**config.mk**
```make
export PLATFORM = sky130hd
export DESIGN_NAME = pwt_timer
export DESIGN_NICKNAME = d
export VERILOG_FILES = /design/src/rtl/pwt_pkg.sv /design/src/rtl/pwt_pin_sync.sv /design/src/rtl/pwt_timer.sv
export SDC_FILE = /design/constraint.sdc
export NUM_CORES = 1
export LEC_CHECK = 0
export BUFFER_PORTS_ARGS = -buffer_cell sky130_fd_sc_hd__buf_2
export CORE_AREA = 4 4 100 102
export DETAILED_ROUTE_END_ITERATION = 8
export DIE_AREA = 0 0 104 106
export PLACE_DENSITY = 0.67
export SETUP_SLACK_MARGIN = 0.05
export SYNTH_ARGS = -nofsm -noshare
export SYNTH_HDL_FRONTEND = slang
export SYNTH_SLANG_ARGS = --single-unit
```
**constraint.sdc**
```tcl
create_clock -name REF_CLK_IN -period 2.5 [get_ports REF_CLK_IN]
set_clock_uncertainty 0.2 [all_clocks]
set_input_delay 0.375 -clock REF_CLK_IN [delete_from_list [all_inputs] [get_ports REF_CLK_IN]]
set_output_delay 0.375 -clock REF_CLK_IN [all_outputs]
set_load 0.01 [all_outputs]
```
**src/rtl/pwt_pkg.sv**
```systemverilog
// Package for the pulse width timer with frequency divider.
// Assumes one 250 MHz clock; all software bits arrive as same-clock ports.
package pwt_pkg;

  // Control byte layout
  localparam int CTRL_MODE_HI = 7;
  localparam int CTRL_MODE_LO = 6;
  localparam int CTRL_RUN = 4;
  localparam int CTRL_EDGE = 3;
  localparam int CTRL_PSC_HI = 2;
  localparam int CTRL_PSC_LO = 0;

  // Mode pair encodings
  localparam logic [1:0] MODE_TIMER = 2'h2;
  localparam logic [1:0] MODE_EVENT = 2'h1;
  localparam logic [1:0] MODE_PULSE = 2'h3;

  // Reset values
  localparam logic [7:0] CTRL_RESET = 8'h00;
  localparam logic [7:0] COUNT_RESET = 8'h00;
  localparam logic [7:0] PRELOAD_RESET = 8'h00;

  // Counting limits
  localparam logic [7:0] COUNT_FULL = 8'hFF;
  localparam int NUM_CNT = 2;

  // Prescaler: ratio 2**select, select 0 passes every clock
  localparam int PSC_DIV_W = 7;
  localparam logic [PSC_DIV_W-1:0] PSC_DIV_RESET = 7'h00;

  // Clock figure
  localparam int CLK_PERIOD_NS = 4;

  // Software strobes, all one-cycle pulses, index = counter number
  typedef struct packed {
    logic [1:0] ctrl_wr;
    logic [1:0] preload_wr;
    logic [1:0] cnt_rd;
    logic [1:0] flag_set;
    logic [1:0] flag_clr;
    logic [7:0] data;
  } pwt_sw_t;

  // Readback of both counters
  typedef struct packed {
    logic [1:0][7:0] count;
    logic [1:0][7:0] ctrl;
  } pwt_cnt_t;

endpackage

```
**src/rtl/pwt_pin_sync.sv**
```systemverilog
// Three-stage synchroniser with edge pulses for one timer input pin.
// Assumes the pin is asynchronous to REF_CLK_IN; edges come out three
// to four clocks late.
`timescale 1ns/1ps
module pwt_pin_sync (
  input wire logic clk_in,
  input wire logic rst_in,
  input wire logic pin_in,
  output logic level_out,
  output logic rise_out,
  output logic fall_out
);
  import pwt_pkg::*;

  typedef struct packed {
    logic s1;
    logic s2;
    logic s3;
    logic level;
    logic rise;
    logic fall;
    logic [1:0] fill;
  } pwt_sync_t;

  pwt_sync_t q;
  pwt_sync_t d;

  // A change counts only once stages two and three agree, filtering a glitch
  always_comb begin
    d = q;
    d.s1 = pin_in;
    d.s2 = q.s1;
    d.s3 = q.s2;
    d.rise = 1'b0;
    d.fall = 1'b0;
    if (q.fill != 2'h3) begin
      // Adopt the pin level quietly while the stages fill, so reset gives no false edge
      d.fill = q.fill + 2'h1;
      d.level = q.s2;
    end else if ((q.s2 == q.s3) && (q.s3 != q.level)) begin
      d.level = q.s3;
      d.rise = q.s3;
      d.fall = ~q.s3;
    end
  end

  always_ff @(posedge clk_in or posedge rst_in) begin
    if (rst_in) begin
      q <= '0;
    end else begin
      q <= d;
    end
  end

  assign level_out = q.level;
  assign rise_out = q.rise;
  assign fall_out = q.fall;

endmodule

```
**src/rtl/pwt_timer.sv**
```systemverilog
// Operation
// - Both mode bits set select pulse measurement
// - Pulse mode counts internal clock, pin gates
// - Edge select low: fall starts, rise stops
// - Edge select high: rise starts, fall stops
// - Only pulse mode clears run in hardware
// - Finished measurement value held and readable
// - After stop, edges ignored until rearmed
// - Start and stop follow edges, not levels
// - Overflow signals, reloads preload, keeps counting
// - Overflow sets flag; enable gates interrupt
// - Overflow wakes from power-down regardless of enable
// - Flag already set blocks overflow wake-up
// - Divider output toggles on counter 0 overflow
// - Divider shown only when gate bit set
// - Pin set as input: divider not driving
// - Three-bit prescaler feeds counter 0 only
// - Pin events act at next timer clock
// - Reads and preload writes inhibit counting
// - Count up from preload to FFH overflow
// - Stopped preload write loads counter immediately
// - Control bits: mode 7:6, run 4, edge 3, prescale 2:0
//
// Two 8-bit counters with pulse width measurement and the divider pin.
// Assumes software strobes are one-cycle pulses on REF_CLK_IN and that the
// timer input pins are asynchronous.
`timescale 1ns/1ps
module pwt_timer (
  input wire logic REF_CLK_IN,
  input wire logic RST_IN,
  input wire pwt_pkg::pwt_sw_t SW_IN,
  input wire logic [1:0] IRQ_EN_IN,
  input wire logic POWER_DOWN_IN,
  input wire logic [1:0] CNT_PIN_IN,
  input wire logic PFD_OPTION_IN,
  input wire logic PORT_A_DIRECTION3_IN,
  input wire logic DIVIDER_GATE_BIT_IN,
  output pwt_pkg::pwt_cnt_t CNT_STATUS_OUT,
  output logic [1:0] OVF_OUT,
  output logic [1:0] IRQ_FLAG_OUT,
  output logic [1:0] IRQ_OUT,
  output logic WAKE_OUT,
  output logic FREQ_DIVIDER_OUT_O_OUT,
  output logic FREQ_DIVIDER_OUT_OE_N_OUT
);
  import pwt_pkg::*;

  typedef struct packed {
    logic [1:0][7:0] count;
    logic [1:0][7:0] preload;
    logic [1:0][7:0] ctrl;
    logic [1:0] meas;
    logic [1:0] ovf;
    logic [1:0] flag;
    logic [PSC_DIV_W-1:0] div;
    logic freq_divider_out;
    logic wake;
    logic pin_o;
    logic pin_oe_n;
  } pwt_state_t;

  pwt_state_t q;
  pwt_state_t d;
  logic [1:0] pin_rise;
  logic [1:0] pin_fall;

  // Pin synchronisers; events reach the counter only on a later clock
  pwt_pin_sync u_sync0 (
    .clk_in(REF_CLK_IN),
    .rst_in(RST_IN),
    .pin_in(CNT_PIN_IN[0]),
    .level_out(),
    .rise_out(pin_rise[0]),
    .fall_out(pin_fall[0])
  );

  pwt_pin_sync u_sync1 (
    .clk_in(REF_CLK_IN),
    .rst_in(RST_IN),
    .pin_in(CNT_PIN_IN[1]),
    .level_out(),
    .rise_out(pin_rise[1]),
    .fall_out(pin_fall[1])
  );

  always_comb begin
    logic [2:0] psc;
    logic [PSC_DIV_W-1:0] psc_mask;
    logic tick0;
    logic [1:0] mode;
    logic run;
    logic esel;
    logic start_edge;
    logic stop_edge;
    logic evt_edge;
    logic tick;
    logic inc;
    psc = 3'h0;
    psc_mask = '0;
    tick0 = 1'b0;
    mode = 2'h0;
    run = 1'b0;
    esel = 1'b0;
    start_edge = 1'b0;
    stop_edge = 1'b0;
    evt_edge = 1'b0;
    tick = 1'b0;
    inc = 1'b0;
    d = q;
    d.ovf = 2'h0;
    d.wake = 1'b0;
    // Prescaler on counter 0 only; the free divider avoids a per-mode reset
    psc = q.ctrl[0][CTRL_PSC_HI:CTRL_PSC_LO];
    psc_mask = PSC_DIV_W'((8'h01 << psc) - 8'h01);
    tick0 = ((q.div & psc_mask) == psc_mask);
    d.div = q.div + 7'h01;
    for (int i = 0; i < NUM_CNT; i++) begin
      mode = q.ctrl[i][CTRL_MODE_HI:CTRL_MODE_LO];
      run = q.ctrl[i][CTRL_RUN];
      esel = q.ctrl[i][CTRL_EDGE];
      start_edge = esel ? pin_rise[i] : pin_fall[i];
      stop_edge = esel ? pin_fall[i] : pin_rise[i];
      evt_edge = esel ? pin_fall[i] : pin_rise[i];
      tick = (i == 0) ? tick0 : 1'b1;
      // Edges arm and end a measurement, never the static level
      if (run && (mode == MODE_PULSE)) begin
        if (!q.meas[i] && start_edge) begin
          d.meas[i] = 1'b1;
        end else if (q.meas[i] && stop_edge) begin
          d.meas[i] = 1'b0;
          d.ctrl[i][CTRL_RUN] = 1'b0;
        end
      end
      case (mode)
        MODE_TIMER: inc = tick;
        MODE_EVENT: inc = evt_edge;
        MODE_PULSE: inc = q.meas[i] && !stop_edge && tick;
        default: inc = 1'b0;
      endcase
      // Clock inhibited during reads and preload writes; counts may be lost
      inc = inc && run && !SW_IN.cnt_rd[i] && !SW_IN.preload_wr[i];
      if (inc) begin
        if (q.count[i] == COUNT_FULL) begin
          d.count[i] = q.preload[i];
          d.ovf[i] = 1'b1;
        end else begin
          d.count[i] = q.count[i] + 8'h01;
        end
      end
      if (SW_IN.preload_wr[i]) begin
        d.preload[i] = SW_IN.data;
        if (!run) begin
          d.count[i] = SW_IN.data;
        end
      end
      // A software write wins over the hardware run clear of the same cycle
      if (SW_IN.ctrl_wr[i]) begin
        d.ctrl[i] = SW_IN.data;
        d.meas[i] = 1'b0;
      end
      if (SW_IN.flag_clr[i]) begin
        d.flag[i] = 1'b0;
      end
      if (SW_IN.flag_set[i] || d.ovf[i]) begin
        d.flag[i] = 1'b1;
      end
      // Wake ignores enables; a flag already set suppresses it
      if (d.ovf[i] && POWER_DOWN_IN && !q.flag[i]) begin
        d.wake = 1'b1;
      end
    end
    if (d.ovf[0]) begin
      d.freq_divider_out = ~q.freq_divider_out;
    end
    d.pin_oe_n = !(PFD_OPTION_IN && !PORT_A_DIRECTION3_IN);
    d.pin_o = !d.pin_oe_n && DIVIDER_GATE_BIT_IN && d.freq_divider_out;
  end

  always_ff @(posedge REF_CLK_IN or posedge RST_IN) begin
    if (RST_IN) begin
      q.count <= {NUM_CNT{COUNT_RESET}};
      q.preload <= {NUM_CNT{PRELOAD_RESET}};
      q.ctrl <= {NUM_CNT{CTRL_RESET}};
      q.meas <= 2'h0;
      q.ovf <= 2'h0;
      q.flag <= 2'h0;
      q.div <= PSC_DIV_RESET;
      q.freq_divider_out <= 1'b0;
      q.wake <= 1'b0;
      q.pin_o <= 1'b0;
      q.pin_oe_n <= 1'b1;
    end else begin
      q <= d;
    end
  end

  assign CNT_STATUS_OUT.count = q.count;
  assign CNT_STATUS_OUT.ctrl = q.ctrl;
  assign OVF_OUT = q.ovf;
  assign IRQ_FLAG_OUT = q.flag;
  assign IRQ_OUT = q.flag & IRQ_EN_IN;
  assign WAKE_OUT = q.wake;
  assign FREQ_DIVIDER_OUT_O_OUT = q.pin_o;
  assign FREQ_DIVIDER_OUT_OE_N_OUT = q.pin_oe_n;
endmodule

```
Word level (Yosys, flattened, before mapping)
Index checks and enable logic that the tools add are counted.
{ "totals": {"register_bits": 81, "latch_bits": 0, "mem_bits_rw": 0, "romBits": 0, "n_memories": 0} }
{ "classes": {"addsub": 6, "mul": 0, "div": 0, "order_cmp": 0, "n_eq_ne": 17, "n_shift": 1, "muxes": 45, "bitwise_logic": 5, "reduce_logical": 52} }
{ "ops": {"columns": ["op", "count"], "rows": [
  ["8-bit 2-to-1 mux", 8],
  ["1-bit 2-to-1 mux", 29],
  ["1-bit logical AND", 24],
  ["8-bit by 1-bit adder with 8-bit output (second input constant)", 2],
  ["8-bit == test (second input constant)", 2],
  ["2-bit nonzero test", 8],
  ["1-bit logical NOT", 12],
  ["5-bit 2-to-1 mux", 2],
  ["2-bit == test (second input constant)", 4],
  ["2-bit inequality test (second input constant)", 4],
  ["7-bit by 1-bit adder with 7-bit output (second input constant)", 1],
  ["7-bit bitwise AND", 1],
  ["7-bit == test", 1],
  ["1-bit by 3-bit << shifter with 7-bit output (first input constant)", 1],
  ["7-bit by 1-bit subtractor with 7-bit output (second input constant)", 1],
  ["3-bit 2-to-1 mux", 2],
  ["1-bit case mux with 3 select lines", 2],
  ["3-bit AND reduction", 2],
  ["3-bit nonzero test", 2],
  ["2-bit by 1-bit adder with 2-bit output (second input constant)", 2],
  ["2-bit by 1-bit == test with 1-bit output (second input constant)", 2],
  ["2-bit 2-to-1 mux", 2],
  ["2-bit AND reduction", 2],
  ["1-bit NOT", 3],
  ["4 further kinds", 7]
]} }

Depth between registers and ports, before layout
{ "depth": {"ltp_word": 14, "mapped_depth": 7, "mapped_depth_nobuf": 7} }

By module
A second synthesis with hierarchy kept.
{ "unflattened": {"cells_unflattened": 356, "area_unflattened_um2": 3923.8} }
{ "by_module_without_submodules": {"columns": ["module", "instances", "cells_per_inst", "area_each_um2"], "rows": [
  ["pwt_timer", 1, 322, 3365.7],
  ["pwt_pin_sync", 2, 17, 279.0]
]} }

Least setup slack after synthesis
Ideal clock, no wire load.
{ "synth_timing": {"kind": "reg-to-reg", "start": "register q (netlist bit CNT_STATUS_OUT[16])", "end": "register q (netlist bit FREQ_DIVIDER_OUT_O_OUT)", "setup_ps": 87, "arrival_ps": 1768, "path_slack_ps": 445, "path_stages_with_launch": 7, "path_buffers": 0, "cell_sequence": "dfrtp_1 ha_1 nand3_1 nor2_1 nand3_1 or4_4 a211oi_2"} }
{ "synth_lines": {"columns": ["item", "line_no", "rtl"], "rows": [
  ["start, declared", "pwt_timer.sv:62", "pwt_state_t q;"]
]} }

==> results.json <==
{
  "port_buffers": 68,
  "p_sw_frac": 0.271,
  "setup_viol": 0,
  "layout_min_cycle_time_ns": 2.29,
  "ant_nets": 0,
  "grt_max_degree": 82,
  "layoutNonFillerInstCount": 538,
  "viasPerCell": 5.34,
  "pwr-share-clk": 0.364,
  "synth_nets": 410,
  "pwr-share-comb": 0.148,
  "nFillCells": 870,
  "antenna_found_initial": 0,
  "cts_max_level": 3,
  "cap_violations": 0,
  "antenna_cells": 0,
  "fmax_ghz": 0.437,
  "p_per_area_nw_per_um2": 698,
  "clock_sinks": 81,
  "slowest_delay_ns": 0.56,
  "worstSetupPathType": "flop to flop",
  "wl_per_cell_um": 15.7,
  "synth_area_um2": 3980,
  "first_pass_iters": 4,
  "start_kind": "flop",
  "grt_pass1_wl_um": 14200,
  "ir_worst_vdd_uv": 293,
  "holdCritPathClass": "primary input to flop",
  "vias": 2874,
  "drt_iter0_drc": 141,
  "cts_tree": "built",
  "final_cell_area_um2": 4520,
  "finalSetupTns_ns": 0,
  "multi_input_area_um2": 1630,
  "gr-usage-all-layers": 0.161,
  "cts_root_buf": "clkbuf_8",
  "grt_overflow": 0,
  "path_cells": "mux2i_2 > nand2_1 > a21boi_1 > a31oi_2 > or4_4 > a211oi_2",
  "finalCritPeriodShare": 0.915,
  "clk_pin_slew_ns": 0.08,
  "areaGrowthSynthToFinish_pct": 13.7,
  "dieArea_um2": 11000,
  "crit_fanout": 6,
  "worstPathArrival_ns": 2.35,
  "layout_common_cells": "dfrtp_1, buf_2, nand2_1, mux2_2, nor2_1",
  "cts_buffers": 9,
  "required_ns": 2.56,
  "critPathCaptureType": "flop",
  "critPathSlowestCell": "or4_4",
  "setup_slack_ns": 0.213,
  "fin_util": 0.497,
  "p_int_w": 0.00230,
  "p_leak_nw": 1.97,
  "clk_latency_ns": 0.35,
  "yosysWarnings": 0,
  "net-switching-power_w": 0.000856,
  "dp_slack_ns": 0.179,
  "dp_hpwl_um": 6000,
  "netlist_instances": 377,
  "rows": 35,
  "finalHoldViolations": 0,
  "syn_area_per_cell_um2": 10.6,
  "outcome": "completed",
  "placed_area_um2": 4210,
  "seq_area_frac_synth": 0.510,
  "dp_cells": 516,
  "die_x_um": 104,
  "drv_slew": 0,
  "start_util": 0.437,
  "wl_um": 8460,
  "slew-limit-headroom": 0.528,
  "pwr-share-seq": 0.489,
  "cts_buffer_depth": 2,
  "worst_pin_slew_ns": 0.707,
  "place_congestion": 0.835,
  "yosysUniqueCellTypes": 44,
  "nNetsFinal": 455,
  "core_area_um2": 9110,
  "drc": 0,
  "regArea_um2": 2030,
  "ys_ff_latch": 81,
  "ios": 69,
  "drive_above_1_share": 0.314,
  "rsz0062_at_grt": "no",
  "die_h_um": 106,
  "layout_commonest_cell": "dfrtp_1",
  "grt_pass1_vias": 2768
}
## worst paths after layout
| path | startpoint | end | slack [ns] | depth (start not counted) |
|---|---|---|---|---|
| worst max-delay path | CNT_STATUS_OUT[3] | FREQ_DIVIDER_OUT_O_OUT | 0.21 | 6 |
| worst min-delay path | POWER_DOWN_IN | WAKE_OUT | 0.04 | 2 |
| worst max register to register | CNT_STATUS_OUT[3] | FREQ_DIVIDER_OUT_O_OUT | 0.21 | 6 |
| worst min register to register | u_sync1.d[6] | u_sync1.d[5] | 0.16 | 0 |
| max in group asynchronous | RST_IN | FREQ_DIVIDER_OUT_OE_N_OUT | 1.25 | 4 |
| min in group asynchronous | RST_IN | q[9] | 0.45 | 4 |
## sequential cells by signal (all words and copies together), names as in the netlist
name	cells
u_sync1.d	2
q	26
IRQ_FLAG_OUT	2
FREQ_DIVIDER_OUT_OE_N_OUT	1
OVF_OUT	2
u_sync1.rise_out	1
u_sync0.level_out	1
u_sync1.q	3
WAKE_OUT	1
u_sync0.d	2
u_sync0.fall_out	1
u_sync1.level_out	1
FREQ_DIVIDER_OUT_O_OUT	1
CNT_STATUS_OUT	32
u_sync1.fall_out	1
u_sync0.q	3
u_sync0.rise_out	1
## final cells by class
| type | count | area share |
|---|---|---|
| clock buffers | 10 | 0.0282 |
| clock inverters | 6 | 0.0254 |
| inverters | 8 | 0.00747 |
| multi-input cells | 243 | 0.360 |
| flip-flops and latches | 81 | 0.449 |
| well taps | 111 | 0.0307 |
| repair buffers | 79 | 0.0996 |
## power by group through the flow
stage | sequential [W] | clock, W | combinational [W]
6_report | 0.00154 | 0.00115 | 0.000467
5_1_grt | 0.00156 | 0.00124 | 0.000524
4_1_cts | 0.00154 | 0.00118 | 0.000469
3_5_place_dp | 0.00157 | 0 | 0.000462
3_3_place_gp | 0.00156 | 0 | 0.000453
2_1_floorplan | 0.00153 | 0 | 0.000395
## cells by family (layout without fill, tap and decap cells)
logic type / Yosys count / in the layout / share of synthesized area
fa+ha+maj: 5 / 5 / 0.0157
simple gates: 111 / 111 / 0.138
compound gates: 75 / 75 / 0.115
mux: 42 / 42 / 0.116
xor+xnor: 10 / 10 / 0.0220
flops: 81 / 81 / 0.510
buf+inv: 53 / 103 / 0.0842
## Yosys cell counts (all sizes together)
master	instances	area [µm²]
dfrtp	80	2000
buf	37	275
nand2	35	139
mux2	32	360
o21ai	31	155
nor2	22	82.6
nand3	17	85.1
a21oi	13	65.1
a31oi	11	68.8
mux2i	10	100
clkbuf	8	30.0
inv	8	30.0
nand2b	7	43.8
nor3	7	45.0
xnor2	6	52.6
and3	5	32.5
ha	5	62.6
nand4	5	31.3
o31ai	5	42.5
xor2	4	35.0
a21boi	3	22.5
and2	3	18.8
o21a	3	22.5
a211o	2	17.5
a211oi	2	20.0
nor2b	2	12.5
nor3b	2	15.0
nor4	2	12.5
or3	2	12.5
or4	2	18.8
a2111oi	1	8.76
a22oi	1	7.51
a31o	1	8.76
a41oi	1	8.76
dfstp	1	26.3
o22a	1	8.76
## timing repair
action	CTS	global route
hold endpoints to repair	84	1
resized for setup	0	4
setup buffers	0	0
hold buffers	5	1
endpoints found under the setup margin	0	5
## critical path, delay by kind of cell (launching register included)
family / cells / cell delay [ns]
AOI/OAI and AO/OA: 3 / 0.67
DFF: 1 / 0.42
muxes: 1 / 0.27
and+or+nand+nor: 2 / 0.64
## per-stage QoR
step	hold WS [ns]	total power (W)
after detailed placement	0.139	0.00203
after CTS	0.000692	0.00319
final	0.0397	0.00316
after global routing	0.0150	0.00333
after global placement	0.133	0.00201
after floorplan	0.131	0.00193
## routing by layer
metal  vias to the layer above  wire [µm]  track usage
li1                       1392          -            -
met1                      1391       3800        0.204
met2                        86       3980        0.253
met3                         5        614       0.0656
met4                         0         64       0.0494
met5                         -          0            0
(Power assumes the default switching activity.)
